## src/common/tpo_pkg.sv

```systemverilog
// constants and register map of the timed pattern output unit
package tpo_pkg;
  localparam int ADDR_W = 22;
  localparam int DATA_W = 32;
  localparam int IDX_W = 20;
  // register indices; byte address is four times the index
  localparam logic [IDX_W-1:0] IDX_TRIG_SEL = 20'hFFFA1;
  localparam logic [IDX_W-1:0] IDX_EN_HI = 20'hFFFA2;
  localparam logic [IDX_W-1:0] IDX_EN_LO = 20'hFFFA3;
  localparam logic [IDX_W-1:0] IDX_ND_LO_A = 20'hFFFA5;
  localparam logic [IDX_W-1:0] IDX_ND_LO_B = 20'hFFFA7;
  localparam logic [IDX_W-1:0] IDX_ND_HI_A = 20'hFFFA8;
  localparam logic [IDX_W-1:0] IDX_ND_HI_B = 20'hFFFA9;
  localparam logic [IDX_W-1:0] IDX_PORT_STAT = 20'hFFFAA;
  // reset values
  localparam logic [7:0] RST_TRIG_SEL = 8'hFF;
  localparam logic [7:0] RST_EN = 8'h00;
  localparam logic [15:0] RST_ND = 16'h0000;
  localparam logic [15:0] RST_PORT = 16'h0000;
  // unused nibbles of next-data locations read as ones
  localparam logic [3:0] NIB_ONES = 4'hF;
  localparam logic [7:0] BYTE_ONES = 8'hFF;
  // select field encodings
  localparam int SEL_HI_BIT = 1;
  localparam int SEL_LO_BIT = 0;
  localparam int GROUPS = 4;
  localparam int GRP_BITS = 4;
  localparam int CHANNELS = 3;
  // bus responses
  localparam logic [1:0] RESP_OKAY = 2'b00;
  localparam logic [1:0] RESP_SLVERR = 2'b10;
endpackage

```

## src/design/tpo_unit.sv

```systemverilog
// timed pattern output unit with AXI4-Lite register slave
//
// The implementer's own choice: the AXI4-Lite slave port.
`timescale 1ns/100ps
module tpo_unit (
  // clock and reset
  input wire logic CLOCK,
  input wire logic NRST,
  // compare match pulses of timer channels 0 to 2
  input wire logic [tpo_pkg::CHANNELS-1:0] CMP_MATCH,
  // pattern outputs and their enables
  output logic [7:0] PORTA_OUT,
  output logic [7:0] PORTB_OUT,
  output logic [7:0] PORTA_OE,
  output logic [7:0] PORTB_OE,
  // AXI4-Lite write address and data
  input wire logic AWVALID,
  output logic AWREADY,
  input wire logic [tpo_pkg::ADDR_W-1:0] AWADDR,
  input wire logic [2:0] AWPROT,
  input wire logic WVALID,
  output logic WREADY,
  input wire logic [tpo_pkg::DATA_W-1:0] WDATA,
  input wire logic [3:0] WSTRB,
  // AXI4-Lite write response
  output logic BVALID,
  input wire logic BREADY,
  output logic [1:0] BRESP,
  // AXI4-Lite read
  input wire logic ARVALID,
  output logic ARREADY,
  input wire logic [tpo_pkg::ADDR_W-1:0] ARADDR,
  input wire logic [2:0] ARPROT,
  output logic RVALID,
  input wire logic RREADY,
  output logic [tpo_pkg::DATA_W-1:0] RDATA,
  output logic [1:0] RRESP
);
  import tpo_pkg::*;

  logic [7:0] trig_sel_reg, trig_sel_next;
  logic [7:0] en_hi_reg, en_hi_next;
  logic [7:0] en_lo_reg, en_lo_next;
  logic [15:0] nd_reg, nd_next;
  logic [15:0] port_reg, port_next;
  logic awready_reg, awready_next;
  logic wready_reg, wready_next;
  logic [IDX_W-1:0] waddr_reg, waddr_next;
  logic [7:0] wdata_reg, wdata_next;
  logic wstrb_reg, wstrb_next;
  logic bvalid_reg, bvalid_next;
  logic [1:0] bresp_reg, bresp_next;
  logic arready_reg, arready_next;
  logic rvalid_reg, rvalid_next;
  logic [7:0] rdata_reg, rdata_next;
  logic [1:0] rresp_reg, rresp_next;
  logic [GROUPS-1:0] fire;
  logic lo_same, hi_same, wr_do;
  logic [IDX_W-1:0] ridx;

  // per-group trigger selection from its two-bit field
  genvar g;
  generate
    for (g = 0; g < GROUPS; g++) begin : g_trig
      logic [1:0] sel;
      assign sel = trig_sel_reg[2*g+1:2*g];
      assign fire[g] = sel[SEL_HI_BIT] ? CMP_MATCH[2] :
        (sel[SEL_LO_BIT] ? CMP_MATCH[1] : CMP_MATCH[0]);
    end
  endgenerate

  assign lo_same = trig_sel_reg[1:0] == trig_sel_reg[3:2];
  assign hi_same = trig_sel_reg[5:4] == trig_sel_reg[7:6];
  assign wr_do = !awready_reg && !wready_reg && !bvalid_reg;
  assign ridx = ARADDR[ADDR_W-1:2];

  // pattern transfer to the ports
  always_comb begin
    port_next = port_reg;
    for (int b = 0; b < 16; b++) begin
      if (fire[b/GRP_BITS] && (b < 8 ? en_lo_reg[b%8] : en_hi_reg[b%8])) begin
        port_next[b] = nd_reg[b];
      end
    end
  end

  // register writes
  always_comb begin
    trig_sel_next = trig_sel_reg;
    en_hi_next = en_hi_reg;
    en_lo_next = en_lo_reg;
    nd_next = nd_reg;
    bresp_next = bresp_reg;
    if (wr_do) begin
      bresp_next = RESP_OKAY;
      if (waddr_reg == IDX_TRIG_SEL) begin
        if (wstrb_reg) trig_sel_next = wdata_reg;
      end else if (waddr_reg == IDX_EN_HI) begin
        if (wstrb_reg) en_hi_next = wdata_reg;
      end else if (waddr_reg == IDX_EN_LO) begin
        if (wstrb_reg) en_lo_next = wdata_reg;
      end else if (waddr_reg == IDX_ND_LO_A) begin
        if (wstrb_reg) begin
          nd_next[7:4] = wdata_reg[7:4];
          if (lo_same) nd_next[3:0] = wdata_reg[3:0];
        end
      end else if (waddr_reg == IDX_ND_LO_B) begin
        if (wstrb_reg && !lo_same) nd_next[3:0] = wdata_reg[3:0];
      end else if (waddr_reg == IDX_ND_HI_A) begin
        if (wstrb_reg) begin
          nd_next[15:12] = wdata_reg[7:4];
          if (hi_same) nd_next[11:8] = wdata_reg[3:0];
        end
      end else if (waddr_reg == IDX_ND_HI_B) begin
        if (wstrb_reg && !hi_same) nd_next[11:8] = wdata_reg[3:0];
      end else if (waddr_reg != IDX_PORT_STAT) begin
        bresp_next = RESP_SLVERR;
      end
    end
  end

  // write channel handshakes
  always_comb begin
    awready_next = awready_reg;
    wready_next = wready_reg;
    waddr_next = waddr_reg;
    wdata_next = wdata_reg;
    wstrb_next = wstrb_reg;
    bvalid_next = bvalid_reg;
    if (AWVALID && awready_reg) begin
      awready_next = 1'b0;
      waddr_next = AWADDR[ADDR_W-1:2];
    end
    if (WVALID && wready_reg) begin
      wready_next = 1'b0;
      wdata_next = WDATA[7:0];
      wstrb_next = WSTRB[0];
    end
    if (wr_do) begin
      bvalid_next = 1'b1;
    end
    if (bvalid_reg && BREADY) begin
      bvalid_next = 1'b0;
      awready_next = 1'b1;
      wready_next = 1'b1;
    end
  end

  // read channel
  always_comb begin
    arready_next = arready_reg;
    rvalid_next = rvalid_reg;
    rdata_next = rdata_reg;
    rresp_next = rresp_reg;
    if (ARVALID && arready_reg) begin
      arready_next = 1'b0;
      rvalid_next = 1'b1;
      rresp_next = RESP_OKAY;
      rdata_next = 8'h00;
      if (ridx == IDX_TRIG_SEL) begin
        rdata_next = trig_sel_reg;
      end else if (ridx == IDX_EN_HI) begin
        rdata_next = en_hi_reg;
      end else if (ridx == IDX_EN_LO) begin
        rdata_next = en_lo_reg;
      end else if (ridx == IDX_ND_LO_A) begin
        rdata_next = {nd_reg[7:4], lo_same ? nd_reg[3:0] : NIB_ONES};
      end else if (ridx == IDX_ND_LO_B) begin
        rdata_next = lo_same ? BYTE_ONES : {NIB_ONES, nd_reg[3:0]};
      end else if (ridx == IDX_ND_HI_A) begin
        rdata_next = {nd_reg[15:12], hi_same ? nd_reg[11:8] : NIB_ONES};
      end else if (ridx == IDX_ND_HI_B) begin
        rdata_next = hi_same ? BYTE_ONES : {NIB_ONES, nd_reg[11:8]};
      end else if (ridx == IDX_PORT_STAT) begin
        rdata_next = port_reg[7:0];
      end else begin
        rresp_next = RESP_SLVERR;
      end
    end
    if (rvalid_reg && RREADY) begin
      rvalid_next = 1'b0;
      arready_next = 1'b1;
    end
  end

  always_ff @(posedge CLOCK or negedge NRST) begin
    if (!NRST) begin
      trig_sel_reg <= RST_TRIG_SEL;
      en_hi_reg <= RST_EN;
      en_lo_reg <= RST_EN;
      nd_reg <= RST_ND;
      port_reg <= RST_PORT;
      awready_reg <= 1'b1;
      wready_reg <= 1'b1;
      waddr_reg <= '0;
      wdata_reg <= 8'h00;
      wstrb_reg <= 1'b0;
      bvalid_reg <= 1'b0;
      bresp_reg <= RESP_OKAY;
      arready_reg <= 1'b1;
      rvalid_reg <= 1'b0;
      rdata_reg <= 8'h00;
      rresp_reg <= RESP_OKAY;
    end else begin
      trig_sel_reg <= trig_sel_next;
      en_hi_reg <= en_hi_next;
      en_lo_reg <= en_lo_next;
      nd_reg <= nd_next;
      port_reg <= port_next;
      awready_reg <= awready_next;
      wready_reg <= wready_next;
      waddr_reg <= waddr_next;
      wdata_reg <= wdata_next;
      wstrb_reg <= wstrb_next;
      bvalid_reg <= bvalid_next;
      bresp_reg <= bresp_next;
      arready_reg <= arready_next;
      rvalid_reg <= rvalid_next;
      rdata_reg <= rdata_next;
      rresp_reg <= rresp_next;
    end
  end

  assign PORTA_OUT = port_reg[7:0];
  assign PORTB_OUT = port_reg[15:8];
  assign PORTA_OE = en_lo_reg;
  assign PORTB_OE = en_hi_reg;
  assign AWREADY = awready_reg;
  assign WREADY = wready_reg;
  assign BVALID = bvalid_reg;
  assign BRESP = bresp_reg;
  assign ARREADY = arready_reg;
  assign RVALID = rvalid_reg;
  assign RDATA = {24'h000000, rdata_reg};
  assign RRESP = rresp_reg;
endmodule // tpo_unit

```

## config.mk

```make
export PLATFORM = sky130hd
export DESIGN_NAME = tpo_unit
export DESIGN_NICKNAME = d
export VERILOG_FILES = /design/src/common/tpo_pkg.sv /design/src/design/tpo_unit.sv
export SDC_FILE = /design/constraint.sdc
export NUM_CORES = 1
export LEC_CHECK = 0
export ABC_CLOCK_PERIOD_IN_PS = 6500
export BUFFER_PORTS_ARGS = -buffer_cell sky130_fd_sc_hd__buf_4
export CELL_PAD_IN_SITES_DETAIL_PLACEMENT = 2
export CELL_PAD_IN_SITES_GLOBAL_PLACEMENT = 2
export CORE_MARGIN = 2
export CORE_UTILIZATION = 32
export DETAILED_ROUTE_END_ITERATION = 8
export PLACE_DENSITY_LB_ADDON = 0.1
export SYNTH_ARGS = -nofsm -noshare
export SYNTH_HDL_FRONTEND = slang
export SYNTH_SLANG_ARGS = --single-unit
export TNS_END_PERCENT = 1
```

## constraint.sdc

```tcl
create_clock -name CLOCK -period 6.5 [get_ports CLOCK]
set_input_delay 1.3 -clock CLOCK [delete_from_list [all_inputs] [get_ports CLOCK]]
set_output_delay 1.3 -clock CLOCK [all_outputs]
set_load 0.03 [all_outputs]
```

# Yosys cells after proc, flatten, opt, wreduce, memory -nomap -nowiden
# Index checks and enable logic that the tools add are counted.
# totals
reg_bits	102
memories	0
ram_bits	0
rom_bits	0
output_inout_bits	73
latch_bits	0
word_cells	162
in_bits	96
# op_classes
n_reduce_logical	45
n_mul	0
magnitude_cmp	0
n_addsub	0
n_eq_ne	22
n_bitwise	5
shifts	0
n_mux	56
n_div	0
# ops
cell	count
equality test 20 bit (second input constant)	15
2-to-1 mux 8 bit	8
2-to-1 mux 4 bit	14
2-to-1 mux 2 bit	16
logical AND 1 bit	25
inequality test 20 bit (second input constant)	1
2-to-1 mux 1 bit	18
AND reduction 8 bit	2
nonzero test 2 bit	8
AND reduction 10 bit	1
inequality test 2 bit (second input constant)	4
AND reduction 6 bit	1
zero test 1 bit	5
NOT 1 bit	5
AND reduction 5 bit	1
equality test 2 bit	2
AND reduction 4 bit	1
AND reduction 3 bit	1

# Logic depth before layout (Yosys ltp)
# Gate-level depths: netlist of run 1.
# logic_depth
word_depth	9
mapped_depth	7

# Worst setup path before layout of run 1
# OpenSTA, ideal clock, no wires.
# synth_path
path_kind	input-to-reg
from	input port ARADDR[2] in the netlist's numbering
to	register rdata_reg[1]
arrival_ns	2.611
cell_stages	7
required_time_ns	6.429
n_path_buf	2
setup_ns	0.071
slack_ns	3.818
cell_sequence	clkbuf_1 -> clkbuf_1 -> nor2b_1 -> nand2_1 -> a2111oi_0 -> o21ai_0 -> nand3_1
# synth_via
elab_chain_cells	9
# synth_rtl
element	line_no	text
start: declaration	tpo_unit.sv:32	input wire logic [tpo_pkg::ADDR_W-1:0] ARADDR,
equality test 20 bit	tpo_unit.sv:174	end else if (ridx == IDX_PORT_STAT) begin
2-to-1 mux 8 bit	tpo_unit.sv:174	
2-to-1 mux 8 bit	tpo_unit.sv:172	end else if (ridx == IDX_ND_HI_B) begin
2-to-1 mux 8 bit	tpo_unit.sv:170	end else if (ridx == IDX_ND_HI_A) begin
2-to-1 mux 8 bit	tpo_unit.sv:168	end else if (ridx == IDX_ND_LO_B) begin
2-to-1 mux 8 bit	tpo_unit.sv:166	end else if (ridx == IDX_ND_LO_A) begin
2-to-1 mux 8 bit	tpo_unit.sv:164	end else if (ridx == IDX_EN_LO) begin
2-to-1 mux 8 bit	tpo_unit.sv:162	end else if (ridx == IDX_EN_HI) begin
2-to-1 mux 8 bit (*)	tpo_unit.sv:160	if (ridx == IDX_TRIG_SEL) begin
end signal: assignment	tpo_unit.sv:219	rdata_reg <= rdata_next;
end: declaration	tpo_unit.sv:55	logic [7:0] rdata_reg, rdata_next;
# Every way passes the cells marked *; elsewhere a longest branch is shown, timed or not.
# A chain may end at the register's enable or synchronous reset.

# Worst setup path after layout of run 1
# layout_path
from	input port ARADDR[8] in the netlist's numbering
to	register rdata_reg[0]
# The elaborated chain is that of the path after synthesis.

==> results of run 1 <==
## worst min-delay path: stages (launching register included)
cell	delay, ps
dfrtp_1	350
nand2_1	50
o21ai_0	60
## synth_stat cells, types with 2 or more instances
cell type	number
a2111oi_0	6
a21oi_1	12
a221oi_1	2
a22o_1	5
a31o_2	2
a31oi_1	5
a32oi_1	2
and3_1	2
and4_1	3
and4b_1	2
buf_4	26
clkbuf_1	14
dfrtp_1	89
dfstp_2	11
inv_1	8
mux2_1	8
mux2_2	78
mux2i_1	6
nand2_1	38
nand2b_1	8
nand3_1	10
nand4_1	11
nor2_1	17
nor2b_1	12
nor3_1	9
nor3b_1	2
nor4_1	5
o21ai_0	24
o31ai_1	7
xnor2_1	4
xor2_1	2
## through the flow
step,utilization,setup WS [ps],instances
4_1_cts,0.409,3570,764
6_report,0.409,3510,764
3_3_place_gp,0.388,3230,748
5_1_grt,0.409,3310,764
3_5_place_dp,0.388,3200,748
2_1_floorplan,-,3820,472
## final cells by class
class / count / share of cell area
sequential: 100 / 0.402
multi-input combinational: 322 / 0.372
timing repair buffer: 106 / 0.127
clock buffer: 12 / 0.0426
tap: 211 / 0.0422
clock inverter: 4 / 0.00880
inverter: 9 / 0.00540
## worst max-delay path by stage
stage	startpoint	to	slack, ps
2_1_floorplan	ARADDR[2]	rdata_reg[1]	3820
6_report	ARADDR[8]	rdata_reg[0]	3510
3_3_place_gp	ARADDR[8]	rdata_reg[0]	3230
4_1_cts	ARADDR[8]	rdata_reg[0]	3570
5_1_grt	ARADDR[8]	rdata_reg[0]	3310
3_5_place_dp	ARADDR[8]	rdata_reg[0]	3200
## metal layers
metal / part of all wire / up-vias / wire length, µm
met4: 0.015 / 0 / 223
met1: 0.45 / 1939 / 6670
met2: 0.49 / 92 / 7220
met5: 0 / - / 0
met3: 0.047 / 14 / 694
li1: - / 1775 / -
## cells by family (layout without fill, tap and decap cells)
family	Yosys count	after routing	synth area share
AOI/OAI and AO/OA	69	69	0.0880
xor gates and xnor gates	6	6	0.0104
buffers and inverters	50	131	0.0567
DFF	100	100	0.500
muxes	92	92	0.204
other	1	26	0.000745
and+or+nand+nor	129	129	0.140
## power by group through the flow
stage	logic [mW]	clock network [mW]	registers, mW
3_3_place_gp	0.352	0	0.858
4_1_cts	0.374	0.603	0.859
3_5_place_dp	0.371	0	0.871
5_1_grt	0.404	0.629	0.879
2_1_floorplan	0.233	0	0.854
6_report	0.366	0.583	0.858
==> impl_metrics.json, run 1 <==
{
  "outcome": "complete, no violations",
  "chipWidth_um": 129,
  "sw_frac_of_total": 0.312,
  "syn_area_um2": 5030,
  "core_um2": 15300,
  "multiInputGateArea_um2": 2330,
  "rows": 45,
  "synth_edf_count": 0,
  "fin_nets": 644,
  "yosys_warnings": 0,
  "grt_max_degree": 52,
  "hp-start": "RRESP[1]",
  "rr_startpoint": "waddr_reg[6]",
  "largest_reg_flops": 20,
  "min_to": "RRESP[1]",
  "setup_tns_ps": 0,
  "dp_hpwl_um": 11400,
  "vias_per_cell": 5.00,
  "via_count": 3820,
  "reg2regPathDepth": 4,
  "layout_commonest_cell": "buf_4",
  "grt_pass1_vias": 4095,
  "synth-async-reset-ratio": 1.00,
  "cp_common_cell": "nand4_1",
  "r2r_slack_ps": 4060,
  "crit_type": "in -> reg",
  "place_congestion": 0.842,
  "worst_skew_pair.late_latency_ps": 360,
  "grt_pass1_wl_um": 23600,
  "power.net_switching_mw": 0.565,
  "dr.first_iter.drc_count": 95,
  "use_met3": 0.0372,
  "diodes": 0,
  "cp.required_ps": 6790,
  "numPortBuffers": 105,
  "fillCellCount": 1629,
  "path_depth": 6,
  "ctsHoldBuffers": 0,
  "slowest_delay_ps": 670,
  "dieArea_um2": 16800,
  "period_share": 0.459,
  "ant_nets": 0,
  "synthCells": 447,
  "boundaryPins": 169,
  "met2_usage": 0.308,
  "placed_area_um2": 5940,
  "period_minus_slack_ps": 2990,
  "clock-sinks": 100,
  "routed_wl_um": 14800,
  "yosys.area.top_type_share": 0.442,
  "final_max_slew_viol_count": 0,
  "yosys.area.top_type": "dfrtp_1",
  "pwr-share-comb": 0.202,
  "postCtsSetupBuffers": 0,
  "holdCritPathClass": "reg -> reg",
  "relSlewSlack": 0.366,
  "cp-start-kind": "primary input",
  "power.internal_mw": 1.24,
  "critPathCaptureType": "flop",
  "yosysUniqueCellTypes": 48,
  "mostFrequentLayoutCells": "106 x buf_4, 89 x dfrtp_1, 78 x mux2_2, 38 x nand2_1, 26 x conb_1",
  "root_buffer": "clkbuf_16",
  "setup_viol": 0,
  "drive_above_1_share": 0.396,
  "syn_area_per_cell_um2": 11.3,
  "grt.met1_usage": 0.247,
  "whs_ps": 488,
  "worst_pin_slew_ps": 942,
  "grt_busiest_layer": "met2",
  "cellPowerDensity_nw_per_um2": 289,
  "clock_skew_ps": 5.61,
  "leakagePower_nw": 2.90,
  "total_power_mw": 1.81,
  "hold_violations": 0,
  "grt-ovfl-total": 0,
  "rsz0062_at_grt": "no",
  "die_h_um": 129,
  "clk_pin_slew_ps": 70,
  "synthTopCellsByArea": "dfrtp_1 44%, mux2_2 17%, dfstp_2 5.7%, buf_4 3.9%, nand2_1 2.8%",
  "clock_path_buffers": 2,
  "power_frac_seq": 0.475,
  "ys_ff_latch": 100,
  "post-route-drc-count": 0,
  "syn_to_final_growth_pct": 24.3,
  "min_path_cells": 2,
  "start_util": 0.329,
  "design_area_um2": 6260,
  "cts_tree": "done",
  "fmax_ghz": 0.335,
  "cp_slowest_cell": "a2111oi_0",
  "clkPwrFrac": 0.323,
  "ys.flop_type": "dfrtp_1",
  "cp_top_family": "simple AND/OR/NAND/NOR gates",
  "cp.arrival_ps": 3280,
  "cts_resized": 0,
  "critPathBufInv": 1,
  "rr_endpoint": "PORTA_OE[3]",
  "antenna_found_initial": 0,
  "cts_htree_levels": 3,
  "dr.pass1.iters": 5,
  "cts_buffers": 9,
  "wl_per_cell_um": 19.4,
  "cp_max_fo": 13,
  "vdd_ir_drop_max_mv": 0.179,
  "cap_violations": 0,
  "regArea_um2": 2520,
  "seq_area_frac_synth": 0.500,
  "crit_chain": "buf_4 -> and4b_1 -> nand4_1 -> a2111oi_0 -> o21ai_0 -> nand4_1",
  "grt_use_total": 0.187
}
Note: power is estimated with default switching activity, not from simulation.
==> inputs of run 2 (changes only) <==
- ABC_CLOCK_PERIOD_IN_PS: 6500 -> 2800
- CORE_UTILIZATION: 32 -> 31
- clock period: 6.5 -> 2.8 ns (I/O delays scaled with it)
==> impl_metrics.json, run 2 (synthesis results as in run 1) <==
{
  "cp-start-kind": "flop",
  "rows": 46,
  "period_minus_slack_ps": 2280,
  "r2r_slack_ps": 520,
  "holdCritPathClass": "in -> async",
  "antenna_found_initial": 0,
  "relSlewSlack": 0.432,
  "cp.required_ps": 3070,
  "grt_busiest_layer": "met2",
  "vias_per_cell": 4.99,
  "rsz0062_at_grt": "no",
  "cts_htree_levels": 3,
  "dr.first_iter.drc_count": 95,
  "worst_skew_pair.late_latency_ps": 350,
  "numPortBuffers": 105,
  "grt_pass1_vias": 4336,
  "fin_nets": 656,
  "wl_per_cell_um": 19.6,
  "met2_usage": 0.312,
  "cts_buffers": 9,
  "fmax_ghz": 0.438,
  "via_count": 3897,
  "cp_max_fo": 8,
  "cts_resized": 0,
  "fillCellCount": 1727,
  "whs_ps": 147,
  "grt.met1_usage": 0.232,
  "cap_violations": 0,
  "start_util": 0.317,
  "ant_nets": 0,
  "slowest_delay_ps": 580,
  "placed_area_um2": 6050,
  "clk_pin_slew_ps": 70,
  "design_area_um2": 6330,
  "grt_use_total": 0.183,
  "cellPowerDensity_nw_per_um2": 642,
  "clock_path_buffers": 2,
  "layout_commonest_cell": "buf_4",
  "largest_reg_flops": 20,
  "grt-ovfl-total": 0,
  "setup_tns_ps": 0,
  "hold_violations": 0,
  "worst_pin_slew_ps": 850,
  "grt_pass1_wl_um": 24800,
  "chipWidth_um": 131,
  "crit_type": "reg -> reg",
  "dieArea_um2": 17300,
  "die_h_um": 131,
  "cp.arrival_ps": 2560,
  "setup_viol": 0,
  "reg2regPathDepth": 4,
  "rr_endpoint": "trig_sel_reg[0]",
  "dp_hpwl_um": 11900,
  "outcome": "complete, no violations",
  "leakagePower_nw": 2.95,
  "use_met3": 0.0417,
  "boundaryPins": 169,
  "grt_max_degree": 49,
  "final_max_slew_viol_count": 0,
  "place_congestion": 0.844,
  "core_um2": 15900,
  "diodes": 0,
  "clock_skew_ps": 9.85,
  "mostFrequentLayoutCells": "117 x buf_4, 89 x dfrtp_1, 78 x mux2_2, 38 x nand2_1, 26 x conb_1",
  "post-route-drc-count": 0,
  "drive_above_1_share": 0.409,
  "postCtsSetupBuffers": 0,
  "critPathCaptureType": "flop",
  "crit_chain": "nand4bb_1 -> nor4_2 -> nand3_1 -> mux2_2",
  "fin_util": 0.399,
  "syn_to_final_growth_pct": 25.8,
  "dr.pass1.iters": 4,
  "routed_wl_um": 15300,
  "root_buffer": "clkbuf_16",
  "ctsHoldBuffers": 0,
  "cp_slowest_cell": "nor4_2",
  "cts_tree": "done",
  "vdd_ir_drop_max_mv": 0.341,
  "rr_startpoint": "waddr_reg[6]",
  "clock-sinks": 100,
  "period_share": 0.815
}
-- run 2: worst max-delay path, delay by kind of cell (launching register included) --
kind | cells | cell delay (ps)
and+or+nand+nor | 3 | 1390
DFF | 1 | 390
muxes | 1 | 430
-- run 2: power breakdown --
part	total [mW]	internal [mW]	switching (mW)
Combinational	0.852	0.406	0.446
Clock	1.22	0.654	0.563
Sequential	2.00	1.72	0.280
Total	4.06	2.77	1.29
-- run 2: layout make-up --
class	count	area (µm²)	share of cell area
Clock buffer	11	253	0.0399
Sequential cell	100	2520	0.397
Multi-Input combinational cell	322	2330	0.367
Tap cell	216	270	0.0427
Inverter	9	33.8	0.00533
Timing Repair Buffer	118	898	0.142
Clock inverter	5	35.0	0.00553
-- run 2: worst max-delay path by stage --
stage	from	endpoint	slack, ps	depth (start not counted)
global route	waddr_reg[4]	trig_sel_reg[0]	380	4
CTS	waddr_reg[4]	trig_sel_reg[0]	440	4
detailed placement	waddr_reg[4]	trig_sel_reg[0]	460	4
floorplan	BVALID	nd_reg[0]	570	5
finish	waddr_reg[6]	trig_sel_reg[0]	520	4
global placement	WREADY	nd_reg[10]	580	5
-- run 2: per-stage QoR --
stage | std cells | worst slack (ps) | power (mW)
after floorplan | 472 | 567 | 2.52
final | 781 | 519 | 4.06
after global routing | 781 | 375 | 4.32
after detailed placement | 765 | 458 | 2.90
after global placement | 765 | 581 | 2.83
after CTS | 781 | 436 | 4.14
-- run 2: per-layer routing --
layer | part of all wire | up-vias
met5 | 0 | -
met2 | 0.50 | 102
met4 | 0.010 | 0
met3 | 0.053 | 12
li1 | - | 1797
met1 | 0.43 | 1986
==> inputs of run 3 (changes only) <==
- ABC_AREA: default -> 1
- ABC_CLOCK_PERIOD_IN_PS: 2800 -> 2100
- CORE_UTILIZATION: 31 -> 29
- clock period: 2.8 -> 2.1 ns (I/O delays scaled with it)
==> impl_metrics.json, run 3 <==
{
  "outcome": "complete, no violations",
  "fin_nets": 885,
  "period_minus_slack_ps": 1980,
  "worst_skew_pair.late_latency_ps": 360,
  "yosys.area.top_type": "dfrtp_1",
  "yosys.area.top_type_share": 0.412,
  "total_power_mw": 5.93,
  "layout.cells.non_filler": 1023,
  "fmax_ghz": 0.506,
  "chipWidth_um": 141,
  "rr_endpoint": "PORTB_OE[6]",
  "syn_area_per_cell_um2": 8.15,
  "final_max_slew_viol_count": 0,
  "cts_tree": "done",
  "root_buffer": "clkbuf_16",
  "vdd_ir_drop_max_mv": 0.596,
  "rr_startpoint": "waddr_reg[4]",
  "ys_ff_latch": 100,
  "relSlewSlack": 0.554,
  "period_share": 0.941,
  "cp-start-kind": "flop",
  "r2r_slack_ps": 120,
  "core_um2": 18100,
  "worst_pin_slew_ps": 664,
  "drive_above_1_share": 0.262,
  "rsz0062_at_grt": "no",
  "synthCells": 663,
  "vias_per_cell": 4.85,
  "cp_max_fo": 16,
  "holdCritPathClass": "in -> reg",
  "yosys.cell_count.top_type": "nand2_1",
  "clock-sinks": 100,
  "dp_hpwl_um": 14400,
  "yosys_warnings": 0,
  "leakagePower_nw": 3.25,
  "mostFrequentLayoutCells": "172 x nand2_1, 123 x buf_4, 89 x dfrtp_1, 65 x inv_1, 55 x nor2_1",
  "clk_pin_slew_ps": 80,
  "ant_nets": 0,
  "grt_pass1_vias": 5406,
  "dr.pass1.iters": 4,
  "boundaryPins": 169,
  "grt_use_total": 0.190,
  "dieArea_um2": 19700,
  "synth_edf_count": 0,
  "cts_htree_levels": 3,
  "layout_commonest_cell": "nand2_1",
  "dp_cells": 1006,
  "syn_to_final_growth_pct": 25.9,
  "die_h_um": 141,
  "synthTopCellsByArea": "dfrtp_1 41%, nand2_1 12%, dfstp_2 5.3%, nand3_1 4.8%, inv_1 4.5%",
  "synth-async-reset-ratio": 1.00,
  "numPortBuffers": 105,
  "min_path_cells": 2,
  "dr.first_iter.drc_count": 114,
  "routed_wl_um": 17800,
  "cp.required_ps": 2340,
  "ys.flop_type": "dfrtp_1",
  "hold_violations": 0,
  "antenna_found_initial": 0,
  "via_count": 4961,
  "grt_pass1_wl_um": 29300,
  "yosysUniqueCellTypes": 44,
  "wl_per_cell_um": 17.4,
  "cts_buffers": 9,
  "clock_path_buffers": 2,
  "clock_skew_ps": 12.1,
  "setup.worst_path.start": "waddr_reg[4]",
  "reg2regPathDepth": 7,
  "setup_viol": 0,
  "cap_violations": 0,
  "place_congestion": 0.829,
  "crit_type": "reg -> reg",
  "grt-ovfl-total": 0,
  "rows": 49,
  "cp.arrival_ps": 2210,
  "post-route-drc-count": 0,
  "largest_reg_flops": 20,
  "synthTopCellsByCount": "174 x nand2_1, 89 x dfrtp_1, 65 x inv_1, 55 x nor2_1, 52 x nand3_1",
  "seq_area_frac_synth": 0.466,
  "grt_max_degree": 41,
  "hp-start": "ARVALID",
  "start_util": 0.298,
  "syn_area_um2": 5410,
  "critPathCaptureType": "flop",
  "cellPowerDensity_nw_per_um2": 872,
  "diodes": 0,
  "endpoint": "PORTB_OE[6]"
}
run 3: changes by cell type in the layout (fill, tap and decap cells not counted), moves of 7 or more:
cell	previous run	this run
o21ai_1	0	24
nor2b_1	12	0
nand2_1	38	172
nor2_1	17	55
mux2_2	78	20
inv_1	8	65
mux2_1	8	0
nand3_1	10	52
nand2b_1	8	0
a21oi_1	12	19
nand4_1	11	21
o21ai_2	0	8
run 3: worst min path at each step:
stage / endpoint
after global routing: AWREADY
after floorplan: BRESP[1]
after detailed placement: waddr_reg[3]
after CTS: ARREADY
final: ARREADY
after global placement: waddr_reg[3]
run 3: cells by family after synthesis:
kind of cell	Yosys count	synth area share
muxes	20	0.0417
other	1	0.000694
buffers and inverters	110	0.107
xor gates and xnor gates	1	0.00162
and+or+nand+nor	336	0.282
AOI/OAI and AO/OA	95	0.101
DFF	100	0.466
run 3: through the flow:
step | setup TNS (ps) | setup WS, ps | utilization | hold slack, ps | instance area, µm²
after global routing | 0 | 2.35 | 0.375 | 224 | 6810
after detailed placement | -66.1 | -66.1 | 0.357 | 390 | 6480
after CTS | 0 | 39.2 | 0.374 | 197 | 6790
after global placement | 0 | 158 | 0.357 | 382 | 6480
final | 0 | 124 | 0.375 | 215 | 6810
after floorplan | 0 | 384 | - | 124 | 5500
run 3: critical path, cell delays in order, from the launching register on:
cell     delay [ps]
dfrtp_1         380
nor2_1          190
nand3_4         150
nor2_1          270
nand4_1         150
or2_2           470
nand2_1         140
o21ai_1          90
run 3: timing repair:
item,4_1_cts,5_1_grt
pin swaps,0,0
setup endpoints to repair,2,13
resized for setup,1,4
hold endpoints to repair,14,0
hold buffers,1,0
buffers inserted,0,0
run 3: area by class of cell:
type	instances	area [µm²]
Fill cell	2087	11300
Sequential cell	100	2520
Multi-Input combinational cell	478	2420
Timing Repair Buffer	126	973
Inverter	74	308
Tap cell	229	287
Clock buffer	9	225
Clock inverter	7	76.3
run 3: where the power goes:
group / leakage, nW / switching (mW) / total [mW] / internal [mW]
Combinational: 1.87 / 1.05 / 1.64 / 0.599
Sequential: 1.24 / 0.278 / 2.58 / 2.30
Clock: 0.142 / 0.860 / 1.71 / 0.849
run 3: metal layers:
| metal | up-vias | track usage | routed length (µm) |
|---|---|---|---|
| li1 | 2380 | - | - |
| met2 | 128 | 0.325 | 8700 |
| met5 | - | 0 | 0 |
| met3 | 22 | 0.0407 | 886 |
| met4 | 0 | 0.0689 | 385 |
| met1 | 2431 | 0.238 | 7830 |
